## src/rtl/refresh_defines.svh

```systemverilog
// constants for the refresh timer and parity control block
// assumes inclusion by bare name from the rtl folder
`ifndef REFRESH_DEFINES_SVH
`define REFRESH_DEFINES_SVH
`define OFS_REFRESH_CONTROL 4'h0
`define OFS_REFRESH_STATUS 4'h4
`define OFS_REFRESH_COUNTER 4'h8
`define OFS_REFRESH_CONSTANT 4'hC
`define KEY_REFRESH_CONTROL 8'h5A
`define KEY_REFRESH_STATUS 8'hA5
`define KEY_REFRESH_COUNTER 8'h69
`define KEY_REFRESH_CONSTANT 8'h96
`define RST_CONSTANT 8'hFF
`define BIT_MATCH_FLAG 7
`define BIT_MATCH_IRQ_EN 6
`define BIT_REFRESH_EN 7
`define BIT_PAR_ERR 15
`define BIT_PAR_FORCE 14
`define BIT_PAR_POL 13
`define BIT_PAR_SPACE_HI 12
`define BIT_PAR_SPACE_LO 11
`define DIV_WIDTH 12
`define AXI_OKAY 2'h0
`define AXI_SLVERR 2'h2
`endif

```

## src/rtl/refresh_pkg.sv

```systemverilog
// types shared by the refresh timer block
// assumes the defines header sits beside it
package refresh_pkg;
  typedef enum logic [1:0] {
    SPACE_NONE = 2'b00,
    SPACE_DRAM = 2'b01,
    SPACE_DRAM_AREA2 = 2'b10,
    SPACE_RESERVED = 2'b11
  } parity_space_t;
  typedef enum logic [1:0] {
    BUS_IDLE = 2'b00,
    BUS_WRESP = 2'b01,
    BUS_RDATA = 2'b10
  } bus_state_t;
endpackage : refresh_pkg

```

## src/rtl/refresh_timer_parity_ctrl.sv

```systemverilog
// refresh interval timer and data bus parity control, AXI4-Lite slave
// assumes a 16-bit data bus port facing memory and area select inputs
// Behaviour
// - counter low byte equal constant sets flag
// - flag clears by read-one then write-zero
// - irq asserted when flag and enable set
// - clock select picks one of seven dividers
// - counter counts up on selected clock
// - match resets counter to zero
// - refresh enable gives refresh request per match
// - upper byte of counter, constant reads zero
// - power-on reset zeroes counter and refresh control
// - power-on reset loads constant with FF
// - parity error sets parity error flag
// - parity flag clears by read then write-zero
// - force bit drives both parity pins high
// - polarity bit chooses even or odd parity
// - space field chooses checked memory areas
// - power-on reset zeroes parity control
// - protected registers accept word writes only
// - upper byte key gates protected writes
// - word read returns zero upper byte
// - refresh disabled gives plain interval timer
// - power-on reset zeroes timer status
`timescale 1ns/10ps
`include "refresh_defines.svh"
module refresh_timer_parity_ctrl (
  // clock and reset
  input wire logic sys_clk_in,
  input wire logic rst_n_in,
  // axi4-lite write address
  input wire logic s_axi_awvalid_in,
  output logic s_axi_awready_out,
  input wire logic [3:0] s_axi_awaddr_in,
  // axi4-lite write data
  input wire logic s_axi_wvalid_in,
  output logic s_axi_wready_out,
  input wire logic [31:0] s_axi_wdata_in,
  input wire logic [3:0] s_axi_wstrb_in,
  // axi4-lite write response
  output logic s_axi_bvalid_out,
  input wire logic s_axi_bready_in,
  output logic [1:0] s_axi_bresp_out,
  // axi4-lite read address
  input wire logic s_axi_arvalid_in,
  output logic s_axi_arready_out,
  input wire logic [3:0] s_axi_araddr_in,
  // axi4-lite read data
  output logic s_axi_rvalid_out,
  input wire logic s_axi_rready_in,
  output logic [31:0] s_axi_rdata_out,
  output logic [1:0] s_axi_rresp_out,
  // memory data path, same clock
  input wire logic data_out_phase_in,
  input wire logic data_in_phase_in,
  input wire logic dram_area_in,
  input wire logic area2_in,
  input wire logic [15:0] mem_wdata_in,
  input wire logic [15:0] mem_rdata_in,
  input wire logic parity_pin_upper_in,
  input wire logic parity_pin_lower_in,
  // parity pins out
  output logic parity_pin_upper_out,
  output logic parity_pin_lower_out,
  output logic parity_pin_oe_n_out,
  // refresh and interrupt
  output logic refresh_req_out,
  output logic match_irq_out
);
  import refresh_pkg::*;

  function automatic logic par_bit(input logic [7:0] b, input logic odd);
    par_bit = ^b ^ odd;
  endfunction : par_bit

  ////////////////////////////////////////////////////////////////////////
  // register state
  logic refresh_enable;
  logic [7:0] refresh_ctl_q;
  logic match_flag_q, match_irq_enable_q;
  logic [2:0] count_clock_select_q;
  logic [7:0] refresh_counter_q, refresh_constant_q;
  logic parity_error_flag_q, parity_force_high_q, parity_polarity_q;
  parity_space_t parity_space_q;
  logic match_flag_seen_q, parity_flag_seen_q;
  logic tick, match, par_err, check_space;
  logic wr_par_any;

  ////////////////////////////////////////////////////////////////////////
  // axi write path
  bus_state_t wstate_q;
  logic aw_held_q, w_held_q;
  logic [3:0] awaddr_q;
  logic [31:0] wdata_q;
  logic [3:0] wstrb_q;
  logic wr_fire, word_wr;
  logic [7:0] key, low;

  assign s_axi_awready_out = (wstate_q == BUS_IDLE) && !aw_held_q;
  assign s_axi_wready_out = (wstate_q == BUS_IDLE) && !w_held_q;
  assign wr_fire = (wstate_q == BUS_IDLE) && aw_held_q && w_held_q;
  assign word_wr = (wstrb_q[1:0] == 2'b11);
  assign key = wdata_q[15:8];
  assign low = wdata_q[7:0];

  always_ff @(posedge sys_clk_in or negedge rst_n_in) begin
    if (!rst_n_in) begin
      aw_held_q <= 1'b0;
      w_held_q <= 1'b0;
      awaddr_q <= 4'h0;
      wdata_q <= 32'h0000_0000;
      wstrb_q <= 4'h0;
    end else begin
      if (s_axi_awvalid_in && s_axi_awready_out) begin
        aw_held_q <= 1'b1;
        awaddr_q <= s_axi_awaddr_in;
      end else if (wr_fire) begin
        aw_held_q <= 1'b0;
      end
      if (s_axi_wvalid_in && s_axi_wready_out) begin
        w_held_q <= 1'b1;
        wdata_q <= s_axi_wdata_in;
        wstrb_q <= s_axi_wstrb_in;
      end else if (wr_fire) begin
        w_held_q <= 1'b0;
      end
    end
  end

  always_ff @(posedge sys_clk_in or negedge rst_n_in) begin
    if (!rst_n_in) begin
      wstate_q <= BUS_IDLE;
      s_axi_bresp_out <= `AXI_OKAY;
    end else begin
      case (wstate_q)
        BUS_IDLE: begin
          if (wr_fire) begin
            wstate_q <= BUS_WRESP;
            s_axi_bresp_out <= (awaddr_q[1:0] == 2'h0) ? `AXI_OKAY : `AXI_SLVERR;
          end
        end
        BUS_WRESP: begin
          if (s_axi_bready_in) begin
            wstate_q <= BUS_IDLE;
          end
        end
        default: wstate_q <= BUS_IDLE;
      endcase
    end
  end
  assign s_axi_bvalid_out = (wstate_q == BUS_WRESP);
  // per-register write strobes with key check
  logic wr_ctl, wr_sts, wr_cnt, wr_cor;
  assign wr_ctl = wr_fire && word_wr && awaddr_q == `OFS_REFRESH_CONTROL && key == `KEY_REFRESH_CONTROL;
  assign wr_sts = wr_fire && word_wr && awaddr_q == `OFS_REFRESH_STATUS && key == `KEY_REFRESH_STATUS;
  assign wr_cnt = wr_fire && word_wr && awaddr_q == `OFS_REFRESH_COUNTER && key == `KEY_REFRESH_COUNTER;
  assign wr_cor = wr_fire && word_wr && awaddr_q == `OFS_REFRESH_CONSTANT && key == `KEY_REFRESH_CONSTANT;

  ////////////////////////////////////////////////////////////////////////
  // axi read path
  bus_state_t rstate_q;
  logic [15:0] rd_word;
  logic [3:0] araddr;
  logic rd_fire;
  assign s_axi_arready_out = (rstate_q == BUS_IDLE);
  assign s_axi_rvalid_out = (rstate_q == BUS_RDATA);
  assign rd_fire = s_axi_arvalid_in && s_axi_arready_out;
  assign araddr = s_axi_araddr_in;

  always_comb begin
    case (araddr)
      `OFS_REFRESH_CONTROL: rd_word = {8'h00, refresh_ctl_q};
      `OFS_REFRESH_STATUS: rd_word = {8'h00, match_flag_q, match_irq_enable_q, count_clock_select_q, 3'h0};
      `OFS_REFRESH_COUNTER: rd_word = {8'h00, refresh_counter_q};
      `OFS_REFRESH_CONSTANT: rd_word = {8'h00, refresh_constant_q};
      default: rd_word = 16'h0000;
    endcase
  end

  // parity control lives in the upper half of the status word
  always_ff @(posedge sys_clk_in or negedge rst_n_in) begin
    if (!rst_n_in) begin
      rstate_q <= BUS_IDLE;
      s_axi_rdata_out <= 32'h0000_0000;
      s_axi_rresp_out <= `AXI_OKAY;
    end else begin
      case (rstate_q)
        BUS_IDLE: begin
          if (rd_fire) begin
            rstate_q <= BUS_RDATA;
            s_axi_rdata_out <= (araddr == `OFS_REFRESH_STATUS)
              ? {parity_error_flag_q, parity_force_high_q, parity_polarity_q, parity_space_q, 11'h000, rd_word}
              : {16'h0000, rd_word};
            s_axi_rresp_out <= (araddr[1:0] == 2'h0) ? `AXI_OKAY : `AXI_SLVERR;
          end
        end
        BUS_RDATA: begin
          if (s_axi_rready_in) begin
            rstate_q <= BUS_IDLE;
          end
        end
        default: rstate_q <= BUS_IDLE;
      endcase
    end
  end

  // a read that sees a flag at one arms its clear
  always_ff @(posedge sys_clk_in or negedge rst_n_in) begin
    if (!rst_n_in) begin
      match_flag_seen_q <= 1'b0;
      parity_flag_seen_q <= 1'b0;
    end else begin
      if (rd_fire && araddr == `OFS_REFRESH_STATUS && match_flag_q) begin
        match_flag_seen_q <= 1'b1;
      end else if (wr_sts || !match_flag_q) begin
        match_flag_seen_q <= 1'b0;
      end
      if (rd_fire && araddr == `OFS_REFRESH_STATUS && parity_error_flag_q) begin
        parity_flag_seen_q <= 1'b1;
      end else if (wr_par_any || !parity_error_flag_q) begin
        parity_flag_seen_q <= 1'b0;
      end
    end
  end

  ////////////////////////////////////////////////////////////////////////
  // parity control writes: upper half of status word, no key, upper strobes
  assign wr_par_any = wr_fire && awaddr_q == `OFS_REFRESH_STATUS && wstrb_q[3:2] == 2'b11;
  always_ff @(posedge sys_clk_in or negedge rst_n_in) begin
    if (!rst_n_in) begin
      parity_error_flag_q <= 1'b0;
      parity_force_high_q <= 1'b0;
      parity_polarity_q <= 1'b0;
      parity_space_q <= SPACE_NONE;
    end else begin
      if (wr_par_any) begin
        parity_force_high_q <= wdata_q[16 + `BIT_PAR_FORCE];
        parity_polarity_q <= wdata_q[16 + `BIT_PAR_POL];
        parity_space_q <= parity_space_t'({wdata_q[16 + `BIT_PAR_SPACE_HI], wdata_q[16 + `BIT_PAR_SPACE_LO]});
      end
      if (par_err) begin
        parity_error_flag_q <= 1'b1;
      end else if (wr_par_any && parity_flag_seen_q && !wdata_q[16 + `BIT_PAR_ERR]) begin
        parity_error_flag_q <= 1'b0;
      end
    end
  end

  ////////////////////////////////////////////////////////////////////////
  // refresh control and timer status
  always_ff @(posedge sys_clk_in or negedge rst_n_in) begin
    if (!rst_n_in) begin
      refresh_ctl_q <= 8'h00;
    end else if (wr_ctl) begin
      refresh_ctl_q <= {low[7:4], 4'h0};
    end
  end
  assign refresh_enable = refresh_ctl_q[`BIT_REFRESH_EN];
  always_ff @(posedge sys_clk_in or negedge rst_n_in) begin
    if (!rst_n_in) begin
      match_flag_q <= 1'b0;
      match_irq_enable_q <= 1'b0;
      count_clock_select_q <= 3'h0;
    end else begin
      if (wr_sts) begin
        match_irq_enable_q <= low[`BIT_MATCH_IRQ_EN];
        count_clock_select_q <= low[5:3];
      end
      if (match) begin
        match_flag_q <= 1'b1;
      end else if (wr_sts && match_flag_seen_q && !low[`BIT_MATCH_FLAG]) begin
        match_flag_q <= 1'b0;
      end
    end
  end

  ////////////////////////////////////////////////////////////////////////
  // counter and constant
  refresh_prescaler #(
    .DIV_W(`DIV_WIDTH)
  ) u_prescaler (
    .sys_clk_in(sys_clk_in),
    .rst_n_in(rst_n_in),
    .select_in(count_clock_select_q),
    .tick_out(tick)
  );

  assign match = (refresh_counter_q == refresh_constant_q) && tick;

  always_ff @(posedge sys_clk_in or negedge rst_n_in) begin
    if (!rst_n_in) begin
      refresh_counter_q <= 8'h00;
    end else if (wr_cnt) begin
      refresh_counter_q <= low;
    end else if (match) begin
      refresh_counter_q <= 8'h00;
    end else if (tick) begin
      refresh_counter_q <= refresh_counter_q + 8'h01;
    end
  end

  always_ff @(posedge sys_clk_in or negedge rst_n_in) begin
    if (!rst_n_in) begin
      refresh_constant_q <= `RST_CONSTANT;
    end else if (wr_cor) begin
      refresh_constant_q <= low;
    end
  end

  always_ff @(posedge sys_clk_in or negedge rst_n_in) begin
    if (!rst_n_in) begin
      refresh_req_out <= 1'b0;
    end else begin
      refresh_req_out <= match && refresh_enable;
    end
  end
  assign match_irq_out = match_flag_q && match_irq_enable_q;

  ////////////////////////////////////////////////////////////////////////
  // parity generation and checking per byte lane
  always_comb begin
    case (parity_space_q)
      SPACE_DRAM: check_space = dram_area_in;
      SPACE_DRAM_AREA2: check_space = dram_area_in || area2_in;
      default: check_space = 1'b0;
    endcase
  end

  assign par_err = data_in_phase_in && check_space &&
    ((par_bit(mem_rdata_in[15:8], parity_polarity_q) != parity_pin_upper_in) ||
     (par_bit(mem_rdata_in[7:0], parity_polarity_q) != parity_pin_lower_in));

  always_ff @(posedge sys_clk_in or negedge rst_n_in) begin
    if (!rst_n_in) begin
      parity_pin_upper_out <= 1'b0;
      parity_pin_lower_out <= 1'b0;
      parity_pin_oe_n_out <= 1'b1;
    end else begin
      parity_pin_oe_n_out <= !(data_out_phase_in && check_space);
      parity_pin_upper_out <= parity_force_high_q | par_bit(mem_wdata_in[15:8], parity_polarity_q);
      parity_pin_lower_out <= parity_force_high_q | par_bit(mem_wdata_in[7:0], parity_polarity_q);
    end
  end

  ////////////////////////////////////////////////////////////////////////
  // checks
  a_irq_level: assert property (@(posedge sys_clk_in) disable iff (!rst_n_in)
    match && match_irq_enable_q && !wr_sts |=> match_irq_out) else $error("irq not raised on match");
  a_match_sets_flag: assert property (@(posedge sys_clk_in) disable iff (!rst_n_in)
    match && !wr_cnt |=> match_flag_q && refresh_counter_q == 8'h00) else $error("match did not set flag");
  a_flag_clear_read: assert property (@(posedge sys_clk_in) disable iff (!rst_n_in)
    $fell(match_flag_q) |-> $past(match_flag_seen_q)) else $error("flag cleared without read");
  a_refresh_gate: assert property (@(posedge sys_clk_in) disable iff (!rst_n_in)
    refresh_req_out |-> $past(refresh_enable) && match_flag_q) else $error("refresh without enable");
  a_counter_step: assert property (@(posedge sys_clk_in) disable iff (!rst_n_in)
    tick && !match && !wr_cnt |=> refresh_counter_q == $past(refresh_counter_q) + 8'h01)
    else $error("counter did not step");
  a_stopped_hold: assert property (@(posedge sys_clk_in) disable iff (!rst_n_in)
    count_clock_select_q == 3'h0 && !wr_cnt |=> $stable(refresh_counter_q)) else $error("stopped counter moved");
  a_key_bad_nowrite: assert property (@(posedge sys_clk_in) disable iff (!rst_n_in)
    wr_fire && awaddr_q == `OFS_REFRESH_CONSTANT && key != `KEY_REFRESH_CONSTANT
    |=> $stable(refresh_constant_q)) else $error("constant written without key");
  a_par_error_set: assert property (@(posedge sys_clk_in) disable iff (!rst_n_in)
    par_err |=> parity_error_flag_q) else $error("parity error lost");
  a_force_high: assert property (@(posedge sys_clk_in) disable iff (!rst_n_in)
    parity_force_high_q |=> parity_pin_upper_out && parity_pin_lower_out) else $error("force not high");
endmodule : refresh_timer_parity_ctrl

```

## src/rtl/refresh_prescaler.sv

```systemverilog
// prescaler giving one-cycle count enables from the system clock
// assumes one clock, asynchronous active-low reset
`timescale 1ns/10ps
`include "refresh_defines.svh"
module refresh_prescaler #(
  parameter int DIV_W = `DIV_WIDTH
) (
  // clock and reset
  input wire logic sys_clk_in,
  input wire logic rst_n_in,
  // selection
  input wire logic [2:0] select_in,
  // enable pulse
  output logic tick_out
);
  logic [DIV_W-1:0] div_q;
  logic [DIV_W-1:0] mask;

  always_ff @(posedge sys_clk_in or negedge rst_n_in) begin
    if (!rst_n_in) begin
      div_q <= '0;
    end else if (select_in == 3'h0) begin
      div_q <= '0;
    end else begin
      div_q <= div_q + 1'b1;
    end
  end

  // divide by 2,8,32,128,512,2048,4096
  always_comb begin
    case (select_in)
      3'h1: mask = DIV_W'(12'h001);
      3'h2: mask = DIV_W'(12'h007);
      3'h3: mask = DIV_W'(12'h01F);
      3'h4: mask = DIV_W'(12'h07F);
      3'h5: mask = DIV_W'(12'h1FF);
      3'h6: mask = DIV_W'(12'h7FF);
      3'h7: mask = DIV_W'(12'hFFF);
      default: mask = '0;
    endcase
  end

  assign tick_out = (select_in != 3'h0) && ((div_q & mask) == mask);
endmodule : refresh_prescaler

```

## config.mk

```make
export PLATFORM = sky130hd
export DESIGN_NAME = refresh_timer_parity_ctrl
export DESIGN_NICKNAME = d
export VERILOG_FILES = /design/src/rtl/refresh_pkg.sv /design/src/rtl/refresh_timer_parity_ctrl.sv /design/src/rtl/refresh_prescaler.sv
export VERILOG_INCLUDE_DIRS = /design/src /design/src/rtl
export SDC_FILE = /design/constraint.sdc
export NUM_CORES = 1
export LEC_CHECK = 0
export ABC_CLOCK_PERIOD_IN_PS = 4900
export BUFFER_PORTS_ARGS = -buffer_cell sky130_fd_sc_hd__buf_4
export CORE_ASPECT_RATIO = 0.9
export CORE_MARGIN = 3
export CORE_UTILIZATION = 25
export DETAILED_ROUTE_END_ITERATION = 10
export GPL_TIMING_DRIVEN = 0
export SYNTH_ARGS = -nofsm -noshare
export SYNTH_HDL_FRONTEND = slang
export SYNTH_SLANG_ARGS = --single-unit
```

## constraint.sdc

```tcl
create_clock -name sys_clk_in -period 4.9 [get_ports sys_clk_in]
set_input_delay 0.245 -clock sys_clk_in [delete_from_list [all_inputs] [get_ports sys_clk_in]]
set_output_delay 0.245 -clock sys_clk_in [all_outputs]
set_load 0.02 [all_outputs]
```

==> results of run 1 <==
synthesized netlist by cell type, drive strengths merged:
library cell / instances
or4bb: 1
a21o: 1
o211ai: 2
and4: 2
a2bb2oi: 1
xnor3: 2
nand2b: 4
mux2: 48
dfstp: 9
a22o: 9
nand3b: 3
nor2: 29
mux4: 4
and2: 4
o31ai: 4
nand4b: 6
inv: 10
dfrtp: 87
buf: 25
a21oi: 10
nor4: 3
nand2: 19
ha: 4
a21boi: 2
xnor2: 32
and3: 9
nor3: 6
and4b: 1
a31oi: 10
nor4bb: 1
o21ai: 12
nand4: 4
nand3: 10
nor2b: 4
mux2i: 4
clkbuf: 10
conb: 1
xor2: 16
o21a: 1
o41ai: 1
o2bb2ai: 1
per-layer routing:
| metal | vias up | routed length, µm | GRT usage (%) |
|---|---|---|---|
| li1 | 1684 | - | - |
| met1 | 1702 | 5055 | 13.92 |
| met2 | 104 | 5494 | 17.42 |
| met3 | 14 | 762 | 3.313 |
| met4 | 0 | 259 | 4.313 |
| met5 | - | 0 | 0 |
layout make-up:
| type | instances | area, µm² | share of cell area (%) |
|---|---|---|---|
| Sequential cell | 96 | 2414 | 38.00 |
| Multi-Input combinational cell | 291 | 2261 | 35.60 |
| Timing Repair Buffer | 103 | 798.3 | 12.57 |
| Tap cell | 245 | 306.5 | 4.827 |
| Clock buffer | 10 | 229.0 | 3.605 |
| Buffer | 35 | 214.0 | 3.369 |
| Clock inverter | 6 | 91.34 | 1.438 |
| Inverter | 10 | 37.54 | 0.5910 |
metrics by stage:
| stage | power, mW | area, µm² | cells |
|---|---|---|---|
| after detailed placement | 1.702 | 5983 | 777 |
| after floorplan | 1.475 | 4926 | 432 |
| final | 2.440 | 6351 | 796 |
| after global routing | 2.577 | 6351 | 796 |
| after global placement | 1.676 | 5983 | 777 |
| after CTS | 2.473 | 6314 | 794 |
worst max path at each step:
stage | start | endpoint | slack, ns | cells past startpoint
6_report | refresh_constant_q[2] | refresh_counter_q[2] | 2.75 | 5
5_1_grt | refresh_counter_q[3] | refresh_counter_q[2] | 2.61 | 5
4_1_cts | refresh_constant_q[2] | refresh_counter_q[2] | 2.79 | 5
3_5_place_dp | refresh_counter_q[3] | refresh_counter_q[2] | 2.81 | 5
3_3_place_gp | refresh_constant_q[6] | refresh_req_out | 2.84 | 4
2_1_floorplan | wstate_q[0] | wdata_q[0] | 2.92 | 5
power breakdown:
group          total (mW)  switching (mW)  internal (mW)
registers            1.10           0.142          0.958
logic               0.579           0.259          0.319
clock network       0.761           0.311          0.450
cell families after synthesis:
group	after synthesis
and+or+nand+nor	106
xor gates and xnor gates	50
buffers and inverters	45
DFF	96
other	1
AOI/OAI and AO/OA	54
muxes	56
adders and majority gates	4
state kept, by name (all words and copies together), names as in the netlist, 2 cells and up:
register,cells
s_axi_rdata_out,13
refresh_constant_q,8
wstrb_q,4
awaddr_q,4
refresh_counter_q,8
wdata_q,21
count_clock_select_q,3
refresh_ctl_q,4
u_prescaler.div_q,12
parity_space_q,2
==> flow_results.org, run 1 <==
** Routing
- For this run, design rule violations remaining after detail routing come to 0.
- Summing over every cut layer, the via total after detailed routing is approximately 3500.
- The first detailed-routing pass took 4 iterations.
- Drt total wl :: between 10000 and 15000 µm
- Via/cell ratio :: 4.402
- DRC marker count from the first detailed-route iteration :: around 210
- In this run the remaining antenna-violating nets after routing total 0.
- After detailed routing, the average wire length per cell comes to 14.54 µm.

** Clock tree
- The H-tree was split into 3 levels.
- Clock Sinks :: 96
- Clock tree synthesis selected as its root buffer the cell sky130_fd_sc_hd__clkbuf_16.
- The number of gates resized after CTS was 0.
- After clock tree synthesis, the flow added hold-fix buffers numbering 1.
- TritonCTS clock tree :: built
- Total setup buffers inserted after CTS :: 0
- The later pin in the worst-skew pair is clocked with a latency of 0.36 ns.
- Counting along the longest clock path gives a buffer depth of 2.
- Clock-pin slew on the worst setup and hold paths :: 0.07 ns
- Num CTS Buffers :: 9

** Worst hold path
- Worst hold endpoint :: rstate_q[1]
- Min-Delay Startpoint :: s_axi_rready_in
- Hold Path Stages :: 2
- Worst hold path type :: in2reg

** Finish
- P&R area growth vs syn :: 30.93%
- Layout cells sized above 1 :: 37.57%
- Fraction of the core area covered by cells at the end of the flow :: 33.96%
- Antenna diodes :: 0
- Fill cells in the final layout number 1895.
- For this run, the post-layout net count is approximately 640.
- The top cell types in the final layout, fill and taps aside, are 121 x sky130_fd_sc_hd__buf_4, 87 x sky130_fd_sc_hd__dfrtp_1, 40 x sky130_fd_sc_hd__mux2_2, 32 x sky130_fd_sc_hd__xnor2_1, 29 x sky130_fd_sc_hd__nor2_1.
- Commonest non-fill, non-tap cell in the layout :: sky130_fd_sc_hd__buf_4

** Synthesis
- Cell type with the highest aggregate area in the netlist :: sky130_fd_sc_hd__dfrtp_1
- The average instance in the mapped netlist occupies 11.77 µm².
- The synthesized netlist devotes between 10% and 20% of its cell area to simple gates.
- Cell types with the largest area share after synthesis :: sky130_fd_sc_hd__dfrtp_1 45%, sky130_fd_sc_hd__mux2_2 9.3%, sky130_fd_sc_hd__xnor2_1 5.8%
- XOR/XNOR share of the synthesized area :: 9.595%
- Cell Area, Synth :: 0.004851 mm²
- Of the synthesized area, sequential elements account for between 40% and 50%.
- In the synthesized netlist, mux cells make up 14.44% of the area.
- Largest family of logic cells by synthesized area :: multiplexers
- Cell count after synthesis :: around 410
- During synthesis, Yosys emitted a total of 0 warnings.
- The synthesized netlist contains 48 unique library cells.
- Summing the areas of all fa, ha and maj instances in the mapped netlist gives 1.032% of the synthesized area.
- The synthesized netlist devotes between 7 and 8% of its cell area to compound gates.
- In this run, synthesis produced a sequential element count of 96.
- Yosys top cell area share :: 44.88%

** Power
- Leak Pwr :: around 3 nW
- Power density of the placed cells :: between 300 and 400 mW/mm²
- IR drop worst, VDD :: 0.1722 mV

** Timing
- The worst path in the final design needs a cycle of 2.147 ns, including I/O delays and setup.
- Final number of setup-violating endpoints :: 0
- Clock skew on the completed layout was measured at between 0.015 and 0.02 ns.
- Number of max-slew violations in the final report :: 0
- After layout, the worst path uses 43.81% of the clock period.
- Hold WS :: approximately 0.075 ns
- Fmax :: 465.8 MHz
- The worst pin sits at a relative slew slack of a little over half.
- Adding up every negative setup slack in the final design gives 0 ns.
- Setup WS post-layout :: 2.753 ns
- Count of final hold-check violations :: 0
- Unrepaired setup endpoints after global routing :: no
- At the pin with the least slew margin, the transition time is slightly below 0.7 ns.

** Floorplanning
- The floorplan has 47 rows.
- The initial utilization of the core area, before any placement, comes to between 20% and 30%.
- Die Width :: between 150 and 200 µm
- Placeable core region :: 0.01870 mm²
- In this run the count of I/O pins placed on the die edge is approximately 140.
- Area of the die :: 0.02111 mm²
- The die is 138.2 µm tall.

** Critical path
- Number of buffer and inverter stages on the critical path :: 0
- Data on the critical path is required at its endpoint by ~5 ns.
- The worst register-to-register path has a depth of 5.
- The worst register-to-register path begins at refresh_constant_q[2].
- Endpoint type of the worst setup path :: register
- R2R setup slack :: 2.75 ns
- Along the worst path, the maximum fanout reaches 10.
- CP arrival :: 2.37 ns
- Critical Path, Cell by Cell :: xor2_1 > nor4_2 > nand2_1 > nand4b_1 > a31oi_1
- Nature of the critical path startpoint :: register
- CP peak stage delay :: 0.63 ns
- Grouping stages by cell kind, the critical path spends the most delay in simple AND/OR/NAND/NOR gates.
- The largest individual stage delay along the critical path comes from the cell sky130_fd_sc_hd__nor4_2.
- The critical path in this run is classified as reg2reg.
- Reg-to-reg critical path endpoint :: refresh_counter_q[2]

** Flow run
- Maxcap violations :: 0

** Place
- Placed wire-length estimate :: 8708 µm
- PortBufs :: 100
- At the end of routability-driven placement, the weighted congestion stood at 0.8286.
- Pre-CTS WS :: between 2 and 3 ns

** GRT
- The first global-routing pass estimated 18430 µm of wire.
- The total overflow left after global routing is 0.
- The number of antenna violations at the first check in global routing was 0.
- Maximum number of pins on one net before global-route repair :: 97
- Number of global-route vias before repair :: 3560
- Across every metal layer, demand over resource in global routing totals 10.91%.

** Outcome
- Outcome :: completed
No activity file was read; power rests on OpenSTA's default activity.
==> run 2: changes to the inputs <==
--- a/config.mk
+++ b/config.mk
@@ -6,7 +6,8 @@
 export SDC_FILE = /design/constraint.sdc
 export NUM_CORES = 1
 export LEC_CHECK = 0
-export ABC_CLOCK_PERIOD_IN_PS = 4900
+export ABC_AREA = 1
+export ABC_CLOCK_PERIOD_IN_PS = 1800
 export BUFFER_PORTS_ARGS = -buffer_cell sky130_fd_sc_hd__buf_4
 export CORE_ASPECT_RATIO = 0.9
 export CORE_MARGIN = 3
==> constraint.sdc (replaced) <==
create_clock -name sys_clk_in -period 1.8 [get_ports sys_clk_in]
set_input_delay 0.09 -clock sys_clk_in [delete_from_list [all_inputs] [get_ports sys_clk_in]]
set_output_delay 0.09 -clock sys_clk_in [all_outputs]
set_load 0.02 [all_outputs]
==> run 2 against run 1 <==
  * First-iteration DRC count increased by 11%
  * Final cell count grew 28%
  * Core utilization grew 1.2 points
  * Flip-flop and latch count unchanged
  * Fmax increased by 29%
  * Synthesized area grew 3.1%
  * Register-to-register slack worse by 2.6 ns
  * Via count rose by 21%
  * Combinational power rose to 3.1 times the previous value
  * Die area increased by 3.0%
  * Global-route usage increased by 0.77 points
  * Sequential share of layout area shrank 2.6 points
  * Largest power group unchanged
==> flow_results.org, run 2 <==
** GRT
- Maximum number of pins on one net before global-route repair :: 97
- Number of global-route vias before repair :: 4063
- After global routing the overflow that remains totals 0.
- Wire length of the first global-routing pass :: approximately 20000 µm
- For this run, the total global-route usage over all layers was measured as roughly an eighth.
- The number of antenna violations at the first check in global routing is 0.

** Synthesis
- Area share of fa/ha/maj cells after synthesis :: 1.001%
- By instance count, the leading cell after synthesis is sky130_fd_sc_hd__nand2_1.
- Post-synth EDFFs :: 0
- Async set or reset register ratio after synthesis :: 100.0%
- Simple-gate area share of the yosys netlist :: between 20% and 30%
- For this run, the leading register cell type out of synthesis is sky130_fd_sc_hd__dfrtp_1.
- Synthesized flop and latch total :: 96
- Number of warnings issued by yosys :: 0
- Of all cell types, the one taking the most synthesized area is sky130_fd_sc_hd__dfrtp_1.
- Yosys top cell area share :: 43.52%
- Cell Area, Synth :: 0.005002 mm²
- Share of cell area taken by muxes after synthesis :: 3.827%
- Sequential share of the synthesized area :: around half
- Summing the areas of all compound-gate instances in the mapped netlist gives 7.479% of the synthesized area.
- The synthesized netlist devotes 5.778% of its cell area to XOR and XNOR gates.
- Cell types with the largest area share after synthesis :: sky130_fd_sc_hd__dfrtp_1 44%, sky130_fd_sc_hd__nand2_1 12%, sky130_fd_sc_hd__dfstp_2 4.7%
- By area, the combinational part of the netlist is dominated by simple AND/OR/NAND/NOR gates.
- Number of distinct library cells after synthesis :: 40
- After synthesis, the mean cell area works out to 8.407 µm².
- The cell count after synthesis came out at 595.
- Ranking of synthesized cells by instance count :: 165 x sky130_fd_sc_hd__nand2_1, 87 x sky130_fd_sc_hd__dfrtp_1, 62 x sky130_fd_sc_hd__inv_1, 46 x sky130_fd_sc_hd__nand3_1, 43 x sky130_fd_sc_hd__nor2_1

** Worst hold path
- In this run the worst hold path is classified as in2reg.
- Along the worst hold path, the cell count comes to 3.
- The worst hold path terminates at wdata_q[7].
- Min-Delay Startpoint :: s_axi_wdata_in[7]

** Clock tree
- Clock-pin slew was measured on the worst setup and hold paths at 0.06 ns.
- The clock reaches the later pin of the worst-skew pair after 0.34 ns.
- Clock Sinks :: 96
- TritonCTS built the clock tree.
- The H-tree was split into 3 levels.
- Clock tree synthesis selected as its root buffer the cell sky130_fd_sc_hd__clkbuf_16.
- Num CTS Buffers :: 9
- The longest clock path from root to sink contains 2 buffers.

** Critical path
- STA classifies the critical path startpoint as a register.
- Critical Path Most Common Cell :: sky130_fd_sc_hd__nand2_1
- Cell with the biggest individual delay on the critical path :: sky130_fd_sc_hd__dfrtp_1
- CP peak stage delay :: 0.47 ns
- Along the worst path, the maximum fanout reaches 9.
- Counting both buffers and inverters, the worst setup path holds a total of 2.
- R2R setup slack :: 0.14 ns
- Worst r2r src :: count_clock_select_q[0]
- Reg-to-reg critical path endpoint :: refresh_req_out
- Endpoint type of the worst setup path :: register
- The worst register-to-register path has a depth of 9.
- Crit Path Class :: reg2reg
- Critical Path, Cell by Cell :: inv_1 > nor2_1 > o21ai_0 > nand2_1 > nand2_1 > nand4_4 > inv_4 > nand2_1 > nor2_1
- Data required time of the worst path :: 2.06 ns
- Cell type group with the largest total delay on the critical path :: simple AND/OR/NAND/NOR gates
- CP arrival :: approximately 1.9 ns

** Timing
- Setup violations remaining at the end of the flow were counted as 0.
- Count of final hold-check violations :: 0
- Number of max-slew violations in the final report :: 0
- Pin slew with the least headroom to its limit :: around 0.57 ns
- Setup clock skew after layout :: between 0.005 and 0.006 ns
- The smallest clock period supported by the final layout is computed as around 1.7 ns.
- Timing would allow up to 602.1 MHz.
- Summed over all failing endpoints, the final setup total negative slack is 0 ns.
- Final cycle utilization of the critical path :: between 90 and 100%
- Unrepaired setup endpoints after global routing :: no
- Headroom to the max-slew limit came out at 61.47%.

** Place
- Global placer's final weighted congestion :: between 0.7 and 0.8
- PortBufs :: 102
- The wire-length estimate of the detail-placed layout is 9298 µm.

** Finish
- Fraction of the core area covered by cells at the end of the flow :: 35.13%
- The register with the most flip-flops in the layout has 21 of them.
- The repair_antennas step left the layout with diodes totalling 0.
- Most frequent cells in the layout :: 164 x sky130_fd_sc_hd__nand2_1, 123 x sky130_fd_sc_hd__buf_4, 87 x sky130_fd_sc_hd__dfrtp_1, 62 x sky130_fd_sc_hd__inv_1, 45 x sky130_fd_sc_hd__nand3_1
- Ranked by flip-flop count, first place goes to wdata_q.
- Commonest non-fill, non-tap cell in the layout :: sky130_fd_sc_hd__nand2_1
- The net count of the finished layout is 854.
- From synthesis to final layout, the design area changed by 36.22%.
- The largest registers in the layout are wdata_q x21, s_axi_rdata_out x13, u_prescaler.div_q x12.
- Filler Cells Inserted :: 1980
- Across the whole layout, storage elements account for 0.002414 mm².
- Total area of multi-input combinational cells :: about 0.0022 mm²
- The post-route netlist has 25.33% of its cells at a drive strength greater than 1.

** Routing
- Dividing the detail-routed via count by the number of cells gives between 4 and 5.
- Detailed routing inserted a total of roughly 4200 vias.
- Initial DRT Pass Iterations :: 4
- DRC marker count from the first detailed-route iteration :: 232
- Wirelength per Cell :: 12.12 µm
- For this block, the routed nets add up to 12310 µm of wire.
- DRC violation count after routing :: 0
- The detail route stage leaves a number of antenna-violating nets equal to 0.

** Power
- Leak Pwr :: 3.366 nW
- The worst-case IR drop observed on VDD is about 0.61 mV.
- For this design the ratio of total power to cell area is 962.7 mW/mm².

** Outcome
- The flow ran to the end, and the final reports show no timing, DRC or antenna violations.

** Floorplanning
- Die Width :: 155.1 µm
- Vertical extent of the die :: 140.2 µm
- Total number of placement rows :: 48
- The core region is 0.01940 mm².
- Initial core utilization :: 25.79%
- Ports :: 135
- The floorplan step defined a die boundary enclosing 0.02174 mm².

** Flow run
- Maxcap violations :: 0
## run 2: tightest hold or removal path, cell delays in order
cell and delay (ns):
sky130_fd_sc_hd__buf_4 0.08, sky130_fd_sc_hd__nor2_1 0.03, sky130_fd_sc_hd__a21oi_1 0.11
## run 2: worst max path at each step
| stage | start | to | depth (start not counted) |
|---|---|---|---|
| final | count_clock_select_q[0] | refresh_req_out | 9 |
| after global routing | awaddr_q[1] | refresh_counter_q[4] | 7 |
| after CTS | count_clock_select_q[0] | refresh_req_out | 9 |
| after detailed placement | count_clock_select_q[0] | refresh_req_out | 9 |
| after global placement | count_clock_select_q[0] | refresh_req_out | 9 |
| after floorplan | wstate_q[0] | wdata_q[11] | 6 |
## run 2: kinds of logic (layout without fill, tap and decap cells)
kind of cell,count (synthesis),in the layout
buffers and inverters,97,248
AOI/OAI and AO/OA,66,66
muxes,17,17
and+or+nand+nor,281,281
xor gates and xnor gates,33,33
other,1,21
DFF,96,96
adders and majority gates,4,4
## run 2: timing repair
action,in CTS,in global routing
endpoints found under the setup margin,0,12
buffers inserted,0,0
resized for setup,0,6
endpoints found under the hold margin,31,24
hold buffers,31,1
## run 2: where the power goes
group          switching [mW]  internal [mW]
Clock                   0.810           1.05
Combinational           0.970          0.804
Sequential              0.310           2.61
Total                    2.09           4.47
## run 2: cell type report
class | instances | area share [%]
plain buffers | 30 | 3.030
clock buffers | 14 | 4.021
inverters | 67 | 3.728
clock inverters | 2 | 0.1836
multi-input cells | 422 | 32.68
well taps | 250 | 4.591
flip-flops and latches | 96 | 35.42
repair buffers | 135 | 16.34
## run 2: stage by stage
stage                     cells  total power [mW]  instance area (µm²)  hold WS [ns]  setup slack [ns]
after floorplan             615             4.054                 5077       -0.2056            0.2527
after CTS                  1014             6.659                 6753       0.02407           0.01580
after global placement      967             4.651                 6156        0.2214           0.06459
after detailed placement    967             4.707                 6156        0.2243           0.02684
final                      1016             6.560                 6814       0.02706            0.1393
after global routing       1016             7.022                 6814       0.02685           0.01903
## run 2: routing by layer
layer | track usage [%] | vias to the layer above | wire length, µm
met4 | 3.439 | 0 | 139
met1 | 16.57 | 1919 | 5886
met3 | 2.842 | 9 | 701
met5 | 0 | - | 0
met2 | 17.66 | 103 | 5584
li1 | - | 2200 | -
==> run 3: changes to the inputs <==
--- a/config.mk
+++ b/config.mk
@@ -16,4 +16,5 @@
 export GPL_TIMING_DRIVEN = 0
 export SYNTH_ARGS = -nofsm -noshare
 export SYNTH_HDL_FRONTEND = slang
+export SYNTH_HIERARCHICAL = 1
 export SYNTH_SLANG_ARGS = --single-unit
==> run 3 against run 2 <==
  * Synthesized cell count rose by 10%
  * Sequential share of layout area fell by 2.6 points
  * Wire length rose by 11%
  * Register-to-register slack got worse by 0.08 ns
  * Critical path depth rose by 1
  * First-iteration DRC count fell by 15%
  * Largest cell class is now multi-input gates
==> flow_results.org, run 3 <==
** Clock tree
- Cell at the root of the clock tree :: sky130_fd_sc_hd__clkbuf_16
- In this run the deepest clock path goes through 2 buffers.
- For the worst-skew pair, the clock arrives at the later sink with an insertion delay of 0.35 ns.
- Clock Sinks :: 96
- Counting the buffers created by CTS gives 9.
- Clock-pin slew on the worst setup and hold paths :: 0.07 ns
- CTS H-tree lvls :: 3
- TritonCTS built the clock tree.

** Finish
- P&R area growth vs syn :: 37.75%
- In the final design database the tool counted about 930 nets.
- Largest register by flop count :: wdata_q
- Commonest non-fill, non-tap cell in the layout :: sky130_fd_sc_hd__nand2_1
- Antenna diodes :: 0
- Cells with a size suffix above 1 make up approximately 28% of the layout.
- Registers with the highest flip-flop counts :: wdata_q x21, s_axi_rdata_out x13, u_prescaler/div_q x12
- Most frequent cells in the layout :: 168 x sky130_fd_sc_hd__nand2_1, 138 x sky130_fd_sc_hd__buf_4, 85 x sky130_fd_sc_hd__dfrtp_1, 81 x sky130_fd_sc_hd__inv_1, 50 x sky130_fd_sc_hd__nor2_1
- Flip-flop count of the largest register, all copies and words added :: 21

** Critical path
- The largest single stage delay on the critical path is 0.45 ns.
- Critical Path Most Common Cell :: sky130_fd_sc_hd__nand2_2
- Among all stages on the critical path, the largest delay is contributed by sky130_fd_sc_hd__dfrtp_2.
- Cell type group with the largest total delay on the critical path :: simple AND/OR/NAND/NOR gates
- Number of buffer and inverter stages on the critical path :: 1
- Data required time of the worst path :: just over 2 ns
- Worst r2r src :: count_clock_select_q[1]
- STA puts the critical path data arrival time at 2.00 ns.
- Along the worst path, the maximum fanout reaches 6.
- STA classifies the critical path endpoint as a register.
- The setup path with the least slack is of type reg2reg.
- Nature of the critical path startpoint :: register
- Walking the worst path, the cells encountered are o21ai_1 > nand3_2 > nand2_2 > nand2_2 > nor2_4 > buf_8 > nand2_4 > nor3_2 > nand4_1 > nor2_2.
- Tracing the worst setup path back leads to its startpoint at count_clock_select_q[1].

** Power
- Per report_power, the clock group accounts for between 20% and 30% of the total.
- The analysis attributes to net switching a power of 2.399 mW.
- Leak Pwr :: 3.692 nW
- Net switching is 34.56% of the power.
- P_int :: about 4.5 mW
- Part of the power in combinational logic :: 29.0%
- Power density of the placed cells :: 943.4 mW/mm²
- Fraction of power consumed by sequential logic :: between 40% and 50%
- IR analysis of the VDD net gives a maximum drop of 0.7581 mV.

** GRT
- The number of antenna violations at the first check in global routing came to 0.
- Number of global-route vias before repair :: 4472
- In the global route stage, overall resource usage came out at between 10 and 15%.
- Wire length of the first global-routing pass :: 22560 µm
- Summed over all layers, the global routing overflow is 0.
- Entering global routing, the biggest net connects 97 pins.

** Synthesis
- In the synthesized netlist the dominant register cell turns out to be sky130_fd_sc_hd__dfrtp_1.
- Of the total synthesized cell area, the portion taken by full adders, half adders and majority gates is 0.9368%.
- Yosys attributes the largest share of cell area to sky130_fd_sc_hd__dfrtp_1 41%, sky130_fd_sc_hd__nand2_1 12%, sky130_fd_sc_hd__inv_1 5.7%.
- Of the total synthesized cell area, the portion taken by AND, OR, NAND and NOR gates is 29.63%.
- The synthesized design contains 96 register bits.
- Synthesis handed over a netlist of 656 instances.
- Ranking of synthesized cells by instance count :: 173 x sky130_fd_sc_hd__nand2_1, 87 x sky130_fd_sc_hd__dfrtp_1, 81 x sky130_fd_sc_hd__inv_1, 52 x sky130_fd_sc_hd__nor2_1, 42 x sky130_fd_sc_hd__nand3_1
- By area, the combinational part of the netlist is dominated by simple AND/OR/NAND/NOR gates.
- sky130_fd_sc_hd__dfrtp_1 takes more of the synthesized area than any other cell.
- Share of the synthesized area in compound gates (AO/OA/AOI/OAI) :: 7.939%
- Syn_area_per_cell :: approximately 8.1 µm²
- Most frequently used cell type in the post-synthesis netlist :: sky130_fd_sc_hd__nand2_1
- The synthesized netlist devotes under 10% of its cell area to XOR and XNOR gates.
- Cell Area, Synth :: about 0.0053 mm²
- The netlist uses 46 different library cells.
- Of the post-synthesis cell area, the part taken by muxes is 2.108%.
- Yosys mapped a number of flops with a built-in enable equal to 0.
- Yosys top cell area share :: 40.75%
- Sequential share of the synthesized area :: 45.18%
- Async set or reset register ratio after synthesis :: 100.0%
- Number of warnings issued by yosys :: 6

** Timing
- Max_slew headroom :: 56.28%
- Total negative slack for setup checks :: 0 ns
- Time the final worst path needs with I/O delays and setup :: 1.745 ns
- Setup WS post-layout :: approximately 0.055 ns
- Setup clock skew after layout :: 0.01210 ns
- In the finished design, the share of the clock period the worst path needs comes to 96.94%.
- Fmax :: 573.1 MHz
- Number of max-slew violations in the final report :: 0
- Setup repair after global routing could not meet its margin everywhere.
- Final number of setup-violating endpoints :: 0
- Count of final hold-check violations :: 0
- At the pin with the least slew margin, the transition time is ~0.66 ns.

** Flow run
- Across the run, the number of max-cap violations was 0.

** Floorplanning
- The floorplan has 50 rows.
- Placeable core region :: 0.02090 mm²
- Ports :: 135
- Initial core utilization :: 25.57%
- The die covers 0.02316 mm².
- The die is 144.7 µm tall.
- Measured along the x axis, the die boundary spans 160.1 µm.

** Routing
- For this block, the initial DRC count from the detailed router was 197.
- The count of nets left with antenna violations once routing finished came out at 0.
- Dividing the detail-routed via count by the number of cells gives 4.242.
- For this run, design rule violations remaining after detail routing come to 0.
- Wirelength per Cell :: 12.13 µm
- The final layout contains routed wiring with a total length of 13660 µm.
- Total vias in the final route :: 4777
- Initial DRT Pass Iterations :: 4

** Place
- At the end of routability-driven placement, the weighted congestion stood at 0.8907.
- In this run the tool buffered the top-level ports with 102 buffer cells.
- Pre-CTS WS :: -0.3272 ns
- The wire-length estimate of the detail-placed layout is 10310 µm.

** Outcome
- Outcome :: completed

** Worst hold path
- The tightest min-delay check is of the in2reg type.
- The startpoint identified for the worst hold timing path is s_axi_wdata_in[3].
[run 3: final cells by class]
class,instances,area [µm²]
Buffer,30,221.5
Tap cell,286,357.8
Multi-Input combinational cell,463,2520
Clock buffer,10,239.0
Sequential cell,96,2416
Inverter,87,326.6
Clock inverter,6,72.57
Timing Repair Buffer,148,1206
Fill cell,2237,13540
[run 3: path summary, 6_finish.rpt]
check / slack (ns) / end / cells after the start
worst min-delay path: 0.01 / wdata_q[3] / 3
worst min register to register: 0.49 / s_axi_rdata_out[0] / 2
worst max register to register: 0.06 / refresh_req_out / 10
max in group asynchronous: 0.76 / refresh_constant_q[5] / 3
min in group asynchronous: 0.32 / u_prescaler/div_q[3] / 2
worst max-delay path: 0.06 / refresh_req_out / 10
[run 3: timing repair]
item / 4_1_cts / 5_1_grt
hold endpoints to repair: 29 / 45
setup buffers: 1 / 14
resized for setup: 9 / 13
hold buffers: 29 / 1
setup endpoints to repair: 9 / 6
pin swaps: 0 / 14
[run 3: cell families (layout without fill, tap and decap cells)]
kind of cell             count (synthesis)  after routing
AND/OR/NAND/NOR                        331            331
buffers and inverters                  117            281
flip-flops                              96             96
AO/OA/AOI/OAI                           72             72
XOR/XNOR                                25             25
multiplexers                            10             10
adder cells (fa/ha/maj)                  4              4
other                                    1             21
[run 3: worst register-to-register path, stage by stage (launching register included)]
cell and delay (ns):
sky130_fd_sc_hd__dfrtp_2 0.45, sky130_fd_sc_hd__o21ai_1 0.19, sky130_fd_sc_hd__nand3_2 0.09, sky130_fd_sc_hd__nand2_2 0.07, sky130_fd_sc_hd__nand2_2 0.07, sky130_fd_sc_hd__nor2_4 0.16
sky130_fd_sc_hd__buf_8 0.14, sky130_fd_sc_hd__nand2_4 0.05, sky130_fd_sc_hd__nor3_2 0.14, sky130_fd_sc_hd__nand4_1 0.12, sky130_fd_sc_hd__nor2_2 0.20
[run 3: per-layer routing]
metal | GRT usage (%) | up-vias | routed length (µm)
met5 | 0 | - | 0
met1 | 16.37 | 2228 | 6516
li1 | - | 2427 | -
met3 | 3.244 | 6 | 733
met4 | 2.374 | 0 | 75
met2 | 19.48 | 116 | 6336
[run 3: power by group through the flow]
stage | clock [mW] | sequential [mW] | combinational, mW
5_1_grt | 2.17 | 2.98 | 2.28
3_3_place_gp | 0 | 2.95 | 1.94
4_1_cts | 2.08 | 2.92 | 2.04
3_5_place_dp | 0 | 2.96 | 1.98
2_1_floorplan | 0 | 2.96 | 1.28
6_report | 2.01 | 2.92 | 2.01
[run 3: metrics by stage]
stage | cell area (µm²) | total power, mW | instances | hold slack (ns) | utilization, %
6_report | 7360 | 6.943 | 1126 | 0.01394 | 35.22
5_1_grt | 7360 | 7.430 | 1126 | 0.01461 | 35.22
4_1_cts | 7179 | 7.036 | 1110 | 0.01206 | 34.36
3_5_place_dp | 6541 | 4.943 | 1064 | 0.2199 | 31.31
3_3_place_gp | 6541 | 4.890 | 1064 | 0.2216 | 31.31
2_1_floorplan | 5418 | 4.235 | 676 | -0.2056 | -
